File: src/prf_pkg.sv
// shared constants and types for the particle record serial framer
package prf_pkg;

  // ************************************************************
  // link timing
  // ************************************************************
  localparam int CLK_HZ    = 40_000_000;
  localparam int BAUD_RATE = 9600;
  localparam int BAUD_DIV  = CLK_HZ / BAUD_RATE;

  // ************************************************************
  // register map (byte offsets)
  // ************************************************************
  localparam logic [7:0] REG_CTRL   = 8'h00;
  localparam logic [7:0] REG_STAT   = 8'h04;
  localparam logic [7:0] REG_SYS_ID = 8'h08;
  localparam logic [7:0] REG_RSV1   = 8'h18;
  localparam logic [7:0] REG_STIME  = 8'h30;
  localparam logic [7:0] REG_COUNT1 = 8'h34;
  localparam logic [7:0] REG_CODE1  = 8'h44;
  localparam logic [7:0] REG_LASER  = 8'h54;
  localparam logic [7:0] REG_POWER  = 8'h58;
  localparam logic [7:0] REG_TEMP   = 8'h5C;
  localparam logic [7:0] REG_FLOW   = 8'h60;
  localparam int         NUM_REGS   = 25;
  localparam logic [4:0] FIRST_DATA = 5'h02;
  localparam logic [4:0] IDX_LASER  = 5'h15;
  localparam logic [4:0] IDX_POWER  = 5'h16;
  localparam logic [4:0] IDX_TEMP   = 5'h17;
  localparam logic [4:0] IDX_FLOW   = 5'h18;
  localparam logic [4:0] IDX_CODE1  = 5'h11;
  localparam int         CTRL_SEND  = 0;
  localparam int         STAT_BUSY  = 0;
  localparam int         STAT_ALARM = 8;
  localparam int         STAT_COUNT = 16;

  // ************************************************************
  // characters
  // ************************************************************
  localparam logic [7:0] CHR_START = 8'h3B;
  localparam logic [7:0] CHR_CR    = 8'h0D;
  localparam logic [7:0] CHR_LF    = 8'h0A;
  localparam logic [7:0] CHR_ZERO  = 8'h30;
  localparam logic [7:0] CHR_ONE   = 8'h31;
  localparam logic [7:0] CHR_HEXA  = 8'h37;
  localparam logic [7:0] CHR_LET_A = 8'h41;

  // ************************************************************
  // record layout: field index, register index is field + 2
  // ************************************************************
  localparam logic [4:0] NUM_FIELDS  = 5'd23;
  localparam logic [4:0] GRP_B_FIRST = 5'd4;
  localparam logic [4:0] GRP_C_FIRST = 5'd11;
  localparam logic [4:0] GRP_D_FIRST = 5'd19;
  localparam logic [4:0] FLD_CODE1   = 5'd15;
  localparam logic [4:0] FLD_ALARM   = 5'd22;

  // ************************************************************
  // scaling and alarm limits
  // ************************************************************
  localparam logic [15:0] CODE_LOW_BAND  = 16'h006E;
  localparam logic [15:0] CODE_HIGH_BAND = 16'h00EC;
  localparam logic [31:0] MILLI          = 32'h000003E8;
  localparam logic [31:0] MICRO_INV      = 32'h000F4240;
  localparam logic [7:0]  LASER_MIN      = 8'h1E;
  localparam logic [7:0]  LASER_MAX      = 8'h3E;
  localparam logic [15:0] POWER_MIN      = 16'h01D6;
  localparam logic [15:0] POWER_MAX      = 16'h01EA;
  localparam logic signed [7:0] TEMP_MIN = -8'sh14;
  localparam logic signed [7:0] TEMP_MAX = 8'sh50;
  localparam logic [15:0] FLOW_MIN       = 16'h0028;
  localparam logic [15:0] FLOW_MAX       = 16'h015E;
  localparam logic [15:0] CONC_MAX_CODE  = 16'h0118;
  localparam int ALM_LASER_LO = 0;
  localparam int ALM_LASER_HI = 1;
  localparam int ALM_POWER_LO = 2;
  localparam int ALM_POWER_HI = 3;
  localparam int ALM_TEMP_LO  = 4;
  localparam int ALM_TEMP_HI  = 5;
  localparam int ALM_CONC     = 6;
  localparam int ALM_FLOW     = 7;

  typedef enum logic [8:0] {
    ST_IDLE   = 9'b000000001,
    ST_START  = 9'b000000010,
    ST_ID0    = 9'b000000100,
    ST_ID1    = 9'b000001000,
    ST_DATA   = 9'b000010000,
    ST_CSUM_H = 9'b000100000,
    ST_CSUM_L = 9'b001000000,
    ST_CR     = 9'b010000000,
    ST_LF     = 9'b100000000
  } prf_state_t;

endpackage : prf_pkg

File: src/prf_framer.sv
// particle record framer: ahb-lite registers, record sequencer, serial output
`timescale 1ns/10ps
module prf_framer
  import prf_pkg::*;
#(
  parameter int BAUD_DIV_P = BAUD_DIV
)(
  // clock and reset
  input  wire logic        hclk,
  input  wire logic        hresetn,
  // ahb-lite slave
  input  wire logic        hsel,
  input  wire logic [31:0] haddr,
  input  wire logic [1:0]  htrans,
  input  wire logic        hwrite,
  input  wire logic [2:0]  hsize,
  input  wire logic [31:0] hwdata,
  input  wire logic        hready,
  output logic             hreadyout,
  output logic             hresp,
  output logic [31:0]      hrdata,
  // optical link
  output logic             serial_txd,
  // front panel and status
  output logic [11:0]      error_display,
  output logic             message_busy
);

  // ************************************************************
  // decoding helpers
  // ************************************************************
  function automatic logic addr_mapped(input logic [31:0] a);
    return (a[31:7] == 25'h0) && (a[1:0] == 2'b00) && (a[6:2] < 5'(NUM_REGS));
  endfunction : addr_mapped

  function automatic logic [7:0] hex_ascii(input logic [3:0] n);
    return (n < 4'hA) ? (CHR_ZERO + 8'(n)) : (CHR_HEXA + 8'(n));
  endfunction : hex_ascii

  function automatic logic [7:0] field_letter(input logic [4:0] f);
    logic [7:0] base;
    base = CHR_LET_A;
    if (f >= GRP_D_FIRST)
      base = CHR_LET_A + 8'h03;
    else if (f >= GRP_C_FIRST)
      base = CHR_LET_A + 8'h02;
    else if (f >= GRP_B_FIRST)
      base = CHR_LET_A + 8'h01;
    return base;
  endfunction : field_letter

  function automatic logic [7:0] field_digit(input logic [4:0] f);
    logic [4:0] first;
    first = 5'd0;
    if (f >= GRP_D_FIRST)
      first = GRP_D_FIRST;
    else if (f >= GRP_C_FIRST)
      first = GRP_C_FIRST;
    else if (f >= GRP_B_FIRST)
      first = GRP_B_FIRST;
    return CHR_ONE + {3'b000, f - first};
  endfunction : field_digit

  // data characters per field
  function automatic logic [2:0] field_len(input logic [4:0] f);
    logic [2:0] n;
    case (f)
      5'd0, 5'd2:                   n = 3'd4;
      5'd1, 5'd3:                   n = 3'd2;
      5'd4, 5'd5, 5'd6, 5'd7:       n = 3'd7;
      5'd8, 5'd9:                   n = 3'd6;
      5'd10:                        n = 3'd3;
      5'd11, 5'd12, 5'd13, 5'd14:   n = 3'd4;
      5'd15, 5'd16, 5'd17, 5'd18:   n = 3'd3;
      5'd19:                        n = 3'd2;
      5'd20:                        n = 3'd3;
      5'd21:                        n = 3'd2;
      5'd22:                        n = 3'd2;
      default:                      n = 3'd1;
    endcase
    return n;
  endfunction : field_len

  // counts are held in thousandths of a count per ml
  function automatic logic [15:0] scale_count(input logic [31:0] milli, input logic [15:0] code);
    logic [31:0] v;
    if (code < CODE_LOW_BAND)
      v = milli;
    else if (code <= CODE_HIGH_BAND)
      v = milli / MILLI;
    else
      v = milli / MICRO_INV;
    return v[15:0];
  endfunction : scale_count

  // ************************************************************
  // registers and bus slave
  // ************************************************************
  logic [31:0] regs_r [NUM_REGS];
  logic        wr_pend_r;
  logic [4:0]  wr_idx_r;
  logic        acc;
  logic        wr_ok;
  logic        send_req;
  logic [31:0] rd_word;
  logic [31:0] status_w;
  logic [15:0] msg_count_r;
  logic [7:0]  alarm_bits;
  logic [4:0]  rd_idx;

  assign hreadyout = 1'b1;
  assign hresp     = 1'b0;
  assign acc       = hsel && htrans[1] && hready;
  assign rd_idx    = haddr[6:2];
  // data registers are frozen while a record is on the line so it stays self-consistent
  assign wr_ok     = wr_pend_r && (wr_idx_r >= FIRST_DATA) && !message_busy;
  assign send_req  = wr_pend_r && (wr_idx_r == REG_CTRL[6:2]) && hwdata[CTRL_SEND];

  always_comb
  begin
    status_w                         = 32'h00000000;
    status_w[STAT_BUSY]              = message_busy;
    status_w[STAT_ALARM +: 8]        = alarm_bits;
    status_w[STAT_COUNT +: 16]       = msg_count_r;
  end

  always_comb
  begin
    rd_word = 32'h00000000;
    if (!addr_mapped(haddr))
      rd_word = 32'h00000000;
    else if (rd_idx == REG_STAT[6:2])
      rd_word = status_w;
    else if (rd_idx >= FIRST_DATA)
      rd_word = (wr_ok && (wr_idx_r == rd_idx)) ? hwdata : regs_r[rd_idx];
  end

  always_ff @(posedge hclk or negedge hresetn)
  begin
    if (!hresetn)
    begin
      wr_pend_r <= 1'b0;
      wr_idx_r  <= 5'h00;
    end
    else
    begin
      wr_pend_r <= acc && hwrite && addr_mapped(haddr);
      wr_idx_r  <= rd_idx;
    end
  end

  always_ff @(posedge hclk or negedge hresetn)
  begin
    if (!hresetn)
      hrdata <= 32'h00000000;
    else if (acc && !hwrite)
      hrdata <= rd_word;
  end

  always_ff @(posedge hclk or negedge hresetn)
  begin
    if (!hresetn)
    begin
      for (int i = 0; i < NUM_REGS; i++)
        regs_r[i] <= 32'h00000000;
    end
    else if (wr_ok)
    begin
      regs_r[wr_idx_r] <= hwdata;
    end
  end

  // ************************************************************
  // alarm limits and display
  // ************************************************************
  prf_alarm_check u_alarm (
    .hclk              (hclk),
    .hresetn           (hresetn),
    .laser_drive_level (regs_r[IDX_LASER][7:0]),
    .power_cv          (regs_r[IDX_POWER][15:0]),
    .temp_c            (regs_r[IDX_TEMP][7:0]),
    .flow_index        (regs_r[IDX_FLOW][15:0]),
    .clean_code_ch1    (regs_r[IDX_CODE1][15:0]),
    .alarm_bits        (alarm_bits)
  );

  always_ff @(posedge hclk or negedge hresetn)
  begin
    if (!hresetn)
      error_display <= 12'h000;
    else
      error_display <= {4'h0, alarm_bits};
  end

  // ************************************************************
  // record sequencer
  // ************************************************************
  prf_state_t  state_r;
  prf_state_t  state_nxt;
  logic [4:0]  fld_r;
  logic [2:0]  dig_r;
  logic [7:0]  csum_r;
  logic [7:0]  tx_byte;
  logic        tx_valid;
  logic        tx_ready;
  logic        fire;
  logic [27:0] fval;
  logic [2:0]  flen;
  logic [4:0]  pos;
  logic [3:0]  nib;
  logic        last_dig;

  assign tx_valid     = (state_r != ST_IDLE);
  assign fire         = tx_valid && tx_ready;
  assign message_busy = (state_r != ST_IDLE) || !tx_ready;
  assign flen         = field_len(fld_r);
  assign last_dig     = (dig_r == flen - 3'd1);
  assign pos          = {2'b00, flen - 3'd1 - dig_r};
  assign nib          = 4'(fval >> {pos, 2'b00});

  // value of the field being sent; digits above its length are never picked
  always_comb
  begin
    fval = regs_r[fld_r + FIRST_DATA][27:0];
    if (fld_r >= GRP_C_FIRST && fld_r < FLD_CODE1)
      fval = {12'h000, scale_count(regs_r[fld_r + FIRST_DATA],
                                   regs_r[fld_r + FIRST_DATA + 5'd4][15:0])};
    else if (fld_r == FLD_ALARM)
      fval = {20'h00000, alarm_bits};
  end

  always_comb
  begin
    tx_byte = CHR_START;
    case (state_r)
      ST_START:  tx_byte = CHR_START;
      ST_ID0:    tx_byte = field_letter(fld_r);
      ST_ID1:    tx_byte = field_digit(fld_r);
      ST_DATA:   tx_byte = hex_ascii(nib);
      ST_CSUM_H: tx_byte = hex_ascii(csum_r[7:4]);
      ST_CSUM_L: tx_byte = hex_ascii(csum_r[3:0]);
      ST_CR:     tx_byte = CHR_CR;
      ST_LF:     tx_byte = CHR_LF;
      default:   tx_byte = CHR_START;
    endcase
  end

  always_comb
  begin
    state_nxt = state_r;
    case (state_r)
      ST_IDLE:
        if (send_req && tx_ready)
          state_nxt = ST_START;
      ST_START:
        if (fire)
          state_nxt = ST_ID0;
      ST_ID0:
        if (fire)
          state_nxt = ST_ID1;
      ST_ID1:
        if (fire)
          state_nxt = ST_DATA;
      ST_DATA:
        if (fire && last_dig)
          state_nxt = (fld_r == NUM_FIELDS - 5'd1) ? ST_CSUM_H : ST_ID0;
      ST_CSUM_H:
        if (fire)
          state_nxt = ST_CSUM_L;
      ST_CSUM_L:
        if (fire)
          state_nxt = ST_CR;
      ST_CR:
        if (fire)
          state_nxt = ST_LF;
      ST_LF:
        if (fire)
          state_nxt = ST_IDLE;
      default:
        state_nxt = ST_IDLE;
    endcase
  end

  always_ff @(posedge hclk or negedge hresetn)
  begin
    if (!hresetn)
      state_r <= ST_IDLE;
    else
      state_r <= state_nxt;
  end

  always_ff @(posedge hclk or negedge hresetn)
  begin
    if (!hresetn)
    begin
      fld_r <= 5'd0;
      dig_r <= 3'd0;
    end
    else if (state_r == ST_IDLE)
    begin
      fld_r <= 5'd0;
      dig_r <= 3'd0;
    end
    else if (fire && state_r == ST_DATA)
    begin
      dig_r <= last_dig ? 3'd0 : dig_r + 3'd1;
      if (last_dig)
        fld_r <= fld_r + 5'd1;
    end
  end

  // checksum covers the start marker through the last data digit
  always_ff @(posedge hclk or negedge hresetn)
  begin
    if (!hresetn)
      csum_r <= 8'h00;
    else if (state_r == ST_IDLE)
      csum_r <= 8'h00;
    else if (fire && (state_r == ST_START || state_r == ST_ID0 || state_r == ST_ID1 || state_r == ST_DATA))
      csum_r <= csum_r + tx_byte;
  end

  always_ff @(posedge hclk or negedge hresetn)
  begin
    if (!hresetn)
      msg_count_r <= 16'h0000;
    else if (fire && state_r == ST_LF)
      msg_count_r <= msg_count_r + 16'h0001;
  end

  // ************************************************************
  // serial line
  // ************************************************************
  prf_uart_tx #(
    .DIV (BAUD_DIV_P)
  ) u_tx (
    .hclk     (hclk),
    .hresetn  (hresetn),
    .tx_data  (tx_byte),
    .tx_valid (tx_valid),
    .tx_ready (tx_ready),
    .txd      (serial_txd)
  );

endmodule : prf_framer

File: src/prf_uart_tx.sv
// serial character transmitter, 8 data bits lsb first, one stop, no parity
`timescale 1ns/10ps
module prf_uart_tx
  import prf_pkg::*;
#(
  parameter int DIV = BAUD_DIV
)(
  // clock and reset
  input  wire logic       hclk,
  input  wire logic       hresetn,
  // character in
  input  wire logic [7:0] tx_data,
  input  wire logic       tx_valid,
  output logic            tx_ready,
  // line
  output logic            txd
);

  logic [9:0]  shift_r;
  logic [3:0]  bits_r;
  logic [15:0] baud_r;

  assign tx_ready = (bits_r == 4'h0);
  assign txd      = shift_r[0];

  // line idles high; the stop bit stands a full period before ready returns
  always_ff @(posedge hclk or negedge hresetn)
  begin
    if (!hresetn)
    begin
      shift_r <= 10'h3FF;
      bits_r  <= 4'h0;
      baud_r  <= 16'h0000;
    end
    else if (tx_valid && tx_ready)
    begin
      shift_r <= {1'b1, tx_data, 1'b0};
      bits_r  <= 4'hA;
      baud_r  <= 16'(DIV - 1);
    end
    else if (bits_r != 4'h0)
    begin
      if (baud_r == 16'h0000)
      begin
        shift_r <= {1'b1, shift_r[9:1]};
        bits_r  <= bits_r - 4'h1;
        baud_r  <= 16'(DIV - 1);
      end
      else
      begin
        baud_r <= baud_r - 16'h0001;
      end
    end
  end

endmodule : prf_uart_tx

File: src/prf_alarm_check.sv
// alarm bitmap from diagnostics against fixed limits
`timescale 1ns/10ps
module prf_alarm_check
  import prf_pkg::*;
(
  // clock and reset
  input  wire logic        hclk,
  input  wire logic        hresetn,
  // measurements
  input  wire logic [7:0]  laser_drive_level,
  input  wire logic [15:0] power_cv,
  input  wire logic [7:0]  temp_c,
  input  wire logic [15:0] flow_index,
  input  wire logic [15:0] clean_code_ch1,
  // result
  output logic [7:0]       alarm_bits
);

  logic [7:0] alarm_nxt;

  always_comb
  begin
    alarm_nxt               = 8'h00;
    alarm_nxt[ALM_LASER_LO] = laser_drive_level < LASER_MIN;
    alarm_nxt[ALM_LASER_HI] = laser_drive_level > LASER_MAX;
    alarm_nxt[ALM_POWER_LO] = power_cv < POWER_MIN;
    alarm_nxt[ALM_POWER_HI] = power_cv > POWER_MAX;
    alarm_nxt[ALM_TEMP_LO]  = $signed(temp_c) < TEMP_MIN;
    alarm_nxt[ALM_TEMP_HI]  = $signed(temp_c) > TEMP_MAX;
    alarm_nxt[ALM_CONC]     = clean_code_ch1 > CONC_MAX_CODE;
    alarm_nxt[ALM_FLOW]     = (flow_index < FLOW_MIN) || (flow_index > FLOW_MAX);
  end

  always_ff @(posedge hclk or negedge hresetn)
  begin
    if (!hresetn)
      alarm_bits <= 8'h00;
    else
      alarm_bits <= alarm_nxt;
  end

endmodule : prf_alarm_check

File: config.mk
export PLATFORM = sky130hd
export DESIGN_NAME = prf_framer
export DESIGN_NICKNAME = d
export VERILOG_FILES = /design/src/prf_pkg.sv /design/src/prf_framer.sv /design/src/prf_uart_tx.sv /design/src/prf_alarm_check.sv
export SDC_FILE = /design/constraint.sdc
export NUM_CORES = 2
export LEC_CHECK = 0
export BUFFER_PORTS_ARGS = -buffer_cell sky130_fd_sc_hd__buf_2
export CAP_MARGIN = 25
export CELL_PAD_IN_SITES_DETAIL_PLACEMENT = 1
export CELL_PAD_IN_SITES_GLOBAL_PLACEMENT = 1
export CORE_ASPECT_RATIO = 1.75
export CORE_UTILIZATION = 40
export DETAILED_ROUTE_END_ITERATION = 10
export PLACE_DENSITY = 0.69
export SYNTH_ARGS = -nofsm -noshare
export SYNTH_HDL_FRONTEND = slang
export SYNTH_HIERARCHICAL = 1
export SYNTH_SLANG_ARGS = --single-unit
File: constraint.sdc
create_clock -name hclk -period 89.9 [get_ports hclk]
set_input_delay 13.485 -clock hclk [delete_from_list [all_inputs] [get_ports hclk]]
set_output_delay 13.485 -clock hclk [all_outputs]
set_load 0.01 [all_outputs]
# == Word-level counts from Yosys, hierarchy flattened ==
# Memories as Yosys holds them, arrays and structs flattened.
# Index checks and enable logic that the tools add are counted.
# totals
register_bits,925
romBits,96
inputBits,74
out_inout_bits,48
elab_cells,214
memories,1
# memory_table
memory,words,word_bits,read_ports,rd_clocked_by_memory_dff,write_ports,line_no,rtl
(name not given),32,3,1,0,0,prf_framer.sv:67,case (f)
# op_classes
addsub,18
div_mod_pow,2
magnitude_cmp,26
eq_ne,23
n_shift,1
n_mux,59
bitwise,4
n_reduce_logical,42
# ops
op,count
800-bit bitwise mux,1
32-bit binary-select mux with 5-bit select,3
32-bit 2-to-1 mux,9
32-bit demux with 5-bit select,1
16-bit 2-to-1 mux,7
9-bit 2-to-1 mux,9
9-bit case mux with 9 select lines,1
28-bit 2-to-1 mux,2
7-bit case mux with 7 select lines,1
16-bit by 9-bit > comparator with 1-bit output (second input constant),3
6-bit by 4-bit adder with 7-bit output (first input constant),6
32-bit by 10-bit divider with 32-bit output (second input constant),1
32-bit by 20-bit divider with 32-bit output (second input constant),1
10-bit 2-to-1 mux,3
28-bit by 5-bit right shift with 4-bit output,1
25-bit logical NOT,1
5-bit 2-to-1 mux,5
6-bit >= comparator (second input constant),4
5-bit NOT with 6-bit output,4
7-bit 2-to-1 mux,3
1-bit logical AND,20
2-bit inequality test (second input constant),9
16-bit by 1-bit adder with 16-bit output (second input constant),1
16-bit by 8-bit <= comparator with 1-bit output (second input constant),1
55 further kinds,78

# == Depth between registers and ports, before layout ==
# depth
word_depth,17
depth_mapped,292
depth_no_buf,261

# == Hierarchy ==
# The synthesis kept the hierarchy.
# by_module_without_submodules
module,n_inst,cells_each,area_per_inst_um2,seq_area_each_um2
prf_framer,1,6506,70625.2,22197.5
prf_uart_tx,1,171,1647.8,737.0
prf_alarm_check,1,42,431.7,200.2

# == Least setup slack after synthesis ==
# OpenSTA, ideal clock, no wires.
# synth_path
kind,register to register
from,reg fld_r[2]
to,reg csum_r[7]
setup_time_ns,0.132
t_arrival_ns,52.757
required_time_ns,89.768
setup_slack_ns,37.011
path_stages_with_launch,268
path_buffers,31
period_less_slack_ns,52.889
path_cell_list,dfrtp_1 buf_2 inv_1 ha_1 buf_6 buf_6 inv_1 buf_2 buf_1 buf_1 buf_1 clkbuf_1 ha_1 buf_4 bufbuf_8 o311ai_0 nor4_2 a221o_2 [232 not listed] a211oi_2 o31a_1 nand3_1 a21oi_1 ha_1 mux2i_1 a21o_1 ha_1 a21o_1 a21oi_1 nor2b_1 o21ai_0 nand2b_1 a21oi_1 nor2b_1 o21ai_0 xor2_1 nor2_1
# synth_between
elab_chain_len,17
word_cells_on_any_way,45
cone_classes,add/sub (9); div (2); order compare (7); eq/ne (1); shift (1); mux (21); bitwise (2); reduce/logical (1); memory (1)
# synth_rtl
item,line_no,rtl
from (decl),prf_framer.sv:200,logic [4:0] fld_r;
from (signal assigned),prf_framer.sv:308,fld_r <= fld_r + 5'd1;
branches (longest 13 deep; another with 32-bit by 20-bit divider with 32-bit output),--,
7-bit case mux with 7 select lines (*),prf_framer.sv:235,case (state_r)
named net tx_byte[1],prf_framer.sv:203,logic [7:0] tx_byte;
8-bit adder (*),prf_framer.sv:320,csum_r <= csum_r + tx_byte;
8-bit 2-to-1 mux (*),prf_framer.sv:319,else if (fire && (state_r == ST_START || state_r == ST_ID0 || state_r == ST_ID1 || state_r == ST_DATA))
8-bit 2-to-1 mux (*),prf_framer.sv:317,else if (state_r == ST_IDLE)
to (signal assigned),prf_framer.sv:320,
to (decl),prf_framer.sv:202,logic [7:0] csum_r;
# Mark *: on every way through the listed nets, which the timed path passes. The select of a mux whose other input is x is not followed.
# A chain may end at the register's enable or synchronous reset.

# == Worst setup path after layout ==
# layout_path
from,reg fld_r[1]
to,reg csum_r[7]
# Same word-level chain as after synthesis.

==> results.yml <==
run_status:
  status: "completed"
global_routing:
  antenna_found_initial: 25
  grt_max_degree: 118
  grt_first_pass_wirelength_um: 413000
  global_route.usage.total: 0.300
  grt_remaining_overflow: 0
  first_global_vias: 63869
detailed_routing:
  wl_um: 277000
  detailroute.via_count: 59399
  dr.pass1.iters: 5
  drt-initial-drc-count: 3852
  drt.antenna.violating_nets: 0
  wl_per_cell_um: 30.6
  vias_per_cell: 6.58
  drc: 0
die:
  die-width_um: 324
  core_region_area_um2: 180000
  floorplan.die.height_um: 566
  core.rowCount: 206
  floorplan.initialDensity: 0.404
  pin_count: 122
  dieArea_um2: 184000
yosys:
  synth_edf_count: 0
  most_instantiated_flip_flop_cell_in_the_synthesis_netlist: "dfrtp_1"
  yosys_warnings: 6
  netlist_instances: 6719
  ys_async_sr_fraction: 1.00
  netlist_area_um2: 72700
  synth-seq-area-share: 0.318
  synthDistinctLibCells: 207
  syn_avg_cell_area_um2: 10.8
  synth-seq-cells: 924
setup_path:
  critPathArrivalTime_ns: 67.05
  timing.critical_path.to_type: "register"
  critical_path.startpoint_type: "register"
  worst_path_most_repeated_cell: "ha_1"
  critical_path.max_fanout: 47
  rrSetupSlack_ns: 23.44
  reg2reg_to: "csum_r[7]"
  reg2regPathDepth: 241
  criticalPathCategory: "register to register"
  critical_path.slowest_cell: "dfrtp_4"
  worst_ep_required_time_ns: 90.48
  regToRegStartpoint: "fld_r[1]"
  critical-path-max-stage-delay_ns: 0.90
final_layout:
  final_layout_size_suffix_gt1_frac: 0.316
  area.growth.synth_to_final_pct: 6.94
  fin_nets: 6822
  finalNonFillerCells: 9025
  post-route-util: 0.432
hold_path:
  timing.hold.worst_endpoint: "regs_r[755]"
  timing.hold.worst.class: "register to register"
  hold_path_startpoint: "regs_r[755]"
  holdPathStages: 0
placed_design:
  hpwl_um: 197000
  placedCellCount: 8846
  gpl.final_weighted_congestion: 0.941
  count_of_input_and_output_buffers: 111
  post-place-ws_ns: 24.29
power:
  max-vdd-ir-drop_uv: 14.1
  p_leak_nw: 32.7
  power.switching_mw: 0.224
  power_per_cell_area_nw_per_um2: 11.4
  power.share.clock: 0.441
  seq_power_share: 0.486
  internal-power_mw: 0.666
  power.share.switching: 0.252
  combinationalPowerShare: 0.073
timing:
  maxSlewViolCount: 0
  totalNegativeSetupSlack_ns: 0
  grt_setup_unrepaired: "false"
  setup_violations: 0
  worst_slack_setup_final_ns: 23.44
  tightest_slew_ns: 1.19
  hold_violations: 0
  maxClockFrequency_mhz: 15.0
  fin_skew_ns: 0.0399
  period_share: 0.739
  post-route-min-period_ns: 66.46
  slew_headroom: 0.200
cts:
  clkTransAtPathRegs_ns: 0.07
  post_cts_resize_count: 0
  cts_tree: "built"
  deepest_level_of_the_cts_h_tree: 3
  cts.root.buffer_cell: "clkbuf_16"
  worst_skew_pair.late_latency_ns: 0.70
  cts_setup_buffers: 0
  ctsLongestPathBuffers: 3
  clkSinkCount: 924
  holdBufCountCts: 0
  numCtsBuffers: 86
run:
  max-cap-violations: 0
[cell usage after synthesis (all sizes together), types with 21 or more instances]
cell type | instances | area, um^2
xor2 | 85 | 759
or3 | 50 | 342
a211oi | 68 | 581
nand2b | 24 | 153
inv | 143 | 542
o2111ai | 24 | 216
a311oi | 21 | 214
mux2i | 247 | 2510
or2 | 45 | 287
o21ai | 255 | 1340
nand2 | 514 | 1990
nand3 | 156 | 823
a21boi | 27 | 225
and2 | 63 | 428
o31a | 22 | 208
a211o | 21 | 196
o221ai | 24 | 253
mux2 | 795 | 8990
nor4 | 76 | 618
clkbuf | 262 | 1100
nand4 | 67 | 438
xnor2 | 196 | 1720
o211ai | 69 | 592
a31oi | 47 | 334
a221oi | 37 | 373
o211a | 21 | 210
o22ai | 35 | 219
ha | 196 | 2450
a21oi | 290 | 1610
nor2b | 29 | 186
or4 | 35 | 297
a21o | 80 | 639
mux4 | 403 | 9100
buf | 230 | 1610
nor2 | 404 | 1600
o31ai | 61 | 512
dfrtp | 914 | 22900
nor3 | 143 | 781
nor3b | 32 | 255
o21a | 29 | 245
a22oi | 49 | 392
and3 | 49 | 348
[metal layers]
metal | wire (um) | up-vias | track usage
met5 | 120 | - | 0
met3 | 14100 | 962 | 0.0439
met4 | 26900 | 18 | 0.247
li1 | - | 25380 | -
met2 | 142000 | 2186 | 0.532
met1 | 93200 | 30853 | 0.309
[final cells by class]
class	count	area [um^2]
Antenna cell	13	32.5
Clock buffer	120	2490
Clock inverter	39	432
Fill cell	19429	102000
Inverter	144	546
Multi-Input combinational cell	5156	46500
Sequential cell	924	23100
Tap cell	2392	2990
Timing Repair Buffer	237	1630
[worst max path at each step]
stage / from / endpoint / depth (start not counted)
2_1_floorplan: fld_r[2] / csum_r[7] / 267
3_3_place_gp: fld_r[1] / csum_r[7] / 239
3_5_place_dp: fld_r[1] / csum_r[7] / 239
4_1_cts: fld_r[0] / csum_r[7] / 236
5_1_grt: fld_r[1] / csum_r[7] / 247
6_report: fld_r[1] / csum_r[7] / 241
[registers in the layout, summed over array words and instances (netlist names)]
signal / cells
regs_r: 800
hrdata: 32
msg_count_r: 16
u_tx/baud_r: 16
state_r: 9
u_tx/shift_r: 9
csum_r: 8
error_display: 8
u_alarm/alarm_bits: 8
fld_r: 5
wr_idx_r: 5
u_tx/bits_r: 4
dig_r: 3
wr_pend_r: 1
[power by group through the flow]
stage,logic [mW],registers (mW),clock network (mW)
CTS,0.0637,0.432,0.399
global route,0.0687,0.433,0.411
finish,0.0647,0.433,0.393
detailed placement,0.0634,0.440,0
global placement,0.0617,0.439,0
floorplan,0.0372,0.436,0
[kinds of logic (layout without fill, tap and decap cells)]
group | count (synthesis) | after routing | synth area share
AND/OR/NAND/NOR | 1815 | 1815 | 0.134
multiplexers | 1445 | 1445 | 0.283
AO/OA/AOI/OAI | 1407 | 1407 | 0.149
flip-flops | 924 | 924 | 0.318
buffers and inverters | 644 | 540 | 0.0462
XOR/XNOR | 282 | 282 | 0.0344
adder cells (fa/ha/maj) | 200 | 200 | 0.0347
other | 2 | 20 | 0.000103
[worst max-delay path: cells and delay by family, from the launching register on]
family                   cells  cell delay, ns
AO/OA/AOI/OAI               86           26.13
XOR/XNOR                    17            5.81
adder cells (fa/ha/maj)     28           10.33
buffers and inverters       12            2.33
flip-flops                   1            0.90
multiplexers                 3            1.10
AND/OR/NAND/NOR             95           19.49
[placed cells by master (no fill, tap or decap), drive strengths merged, types with 85 or more instances in the layout]
| master | n |
|---|---|
| nor2 | 404 |
| a21oi | 290 |
| clkbuf | 125 |
| buf | 232 |
| inv | 149 |
| xor2 | 85 |
| nand2 | 514 |
| dfrtp | 914 |
| mux2i | 247 |
| nand3 | 156 |
| nor3 | 143 |
| mux4 | 403 |
| o21ai | 255 |
| mux2 | 795 |
| ha | 196 |
| xnor2 | 196 |
[stage by stage]
stage | hold WS (ns) | instance area (um^2) | power (mW)
3_5_place_dp | 0.383 | 74700 | 0.503
6_report | 0.392 | 77800 | 0.890
4_1_cts | 0.397 | 77600 | 0.894
2_1_floorplan | 0.374 | 72700 | 0.474
3_3_place_gp | 0.377 | 74600 | 0.501
5_1_grt | 0.412 | 77700 | 0.913
Power figures use the tool's default switching activity.
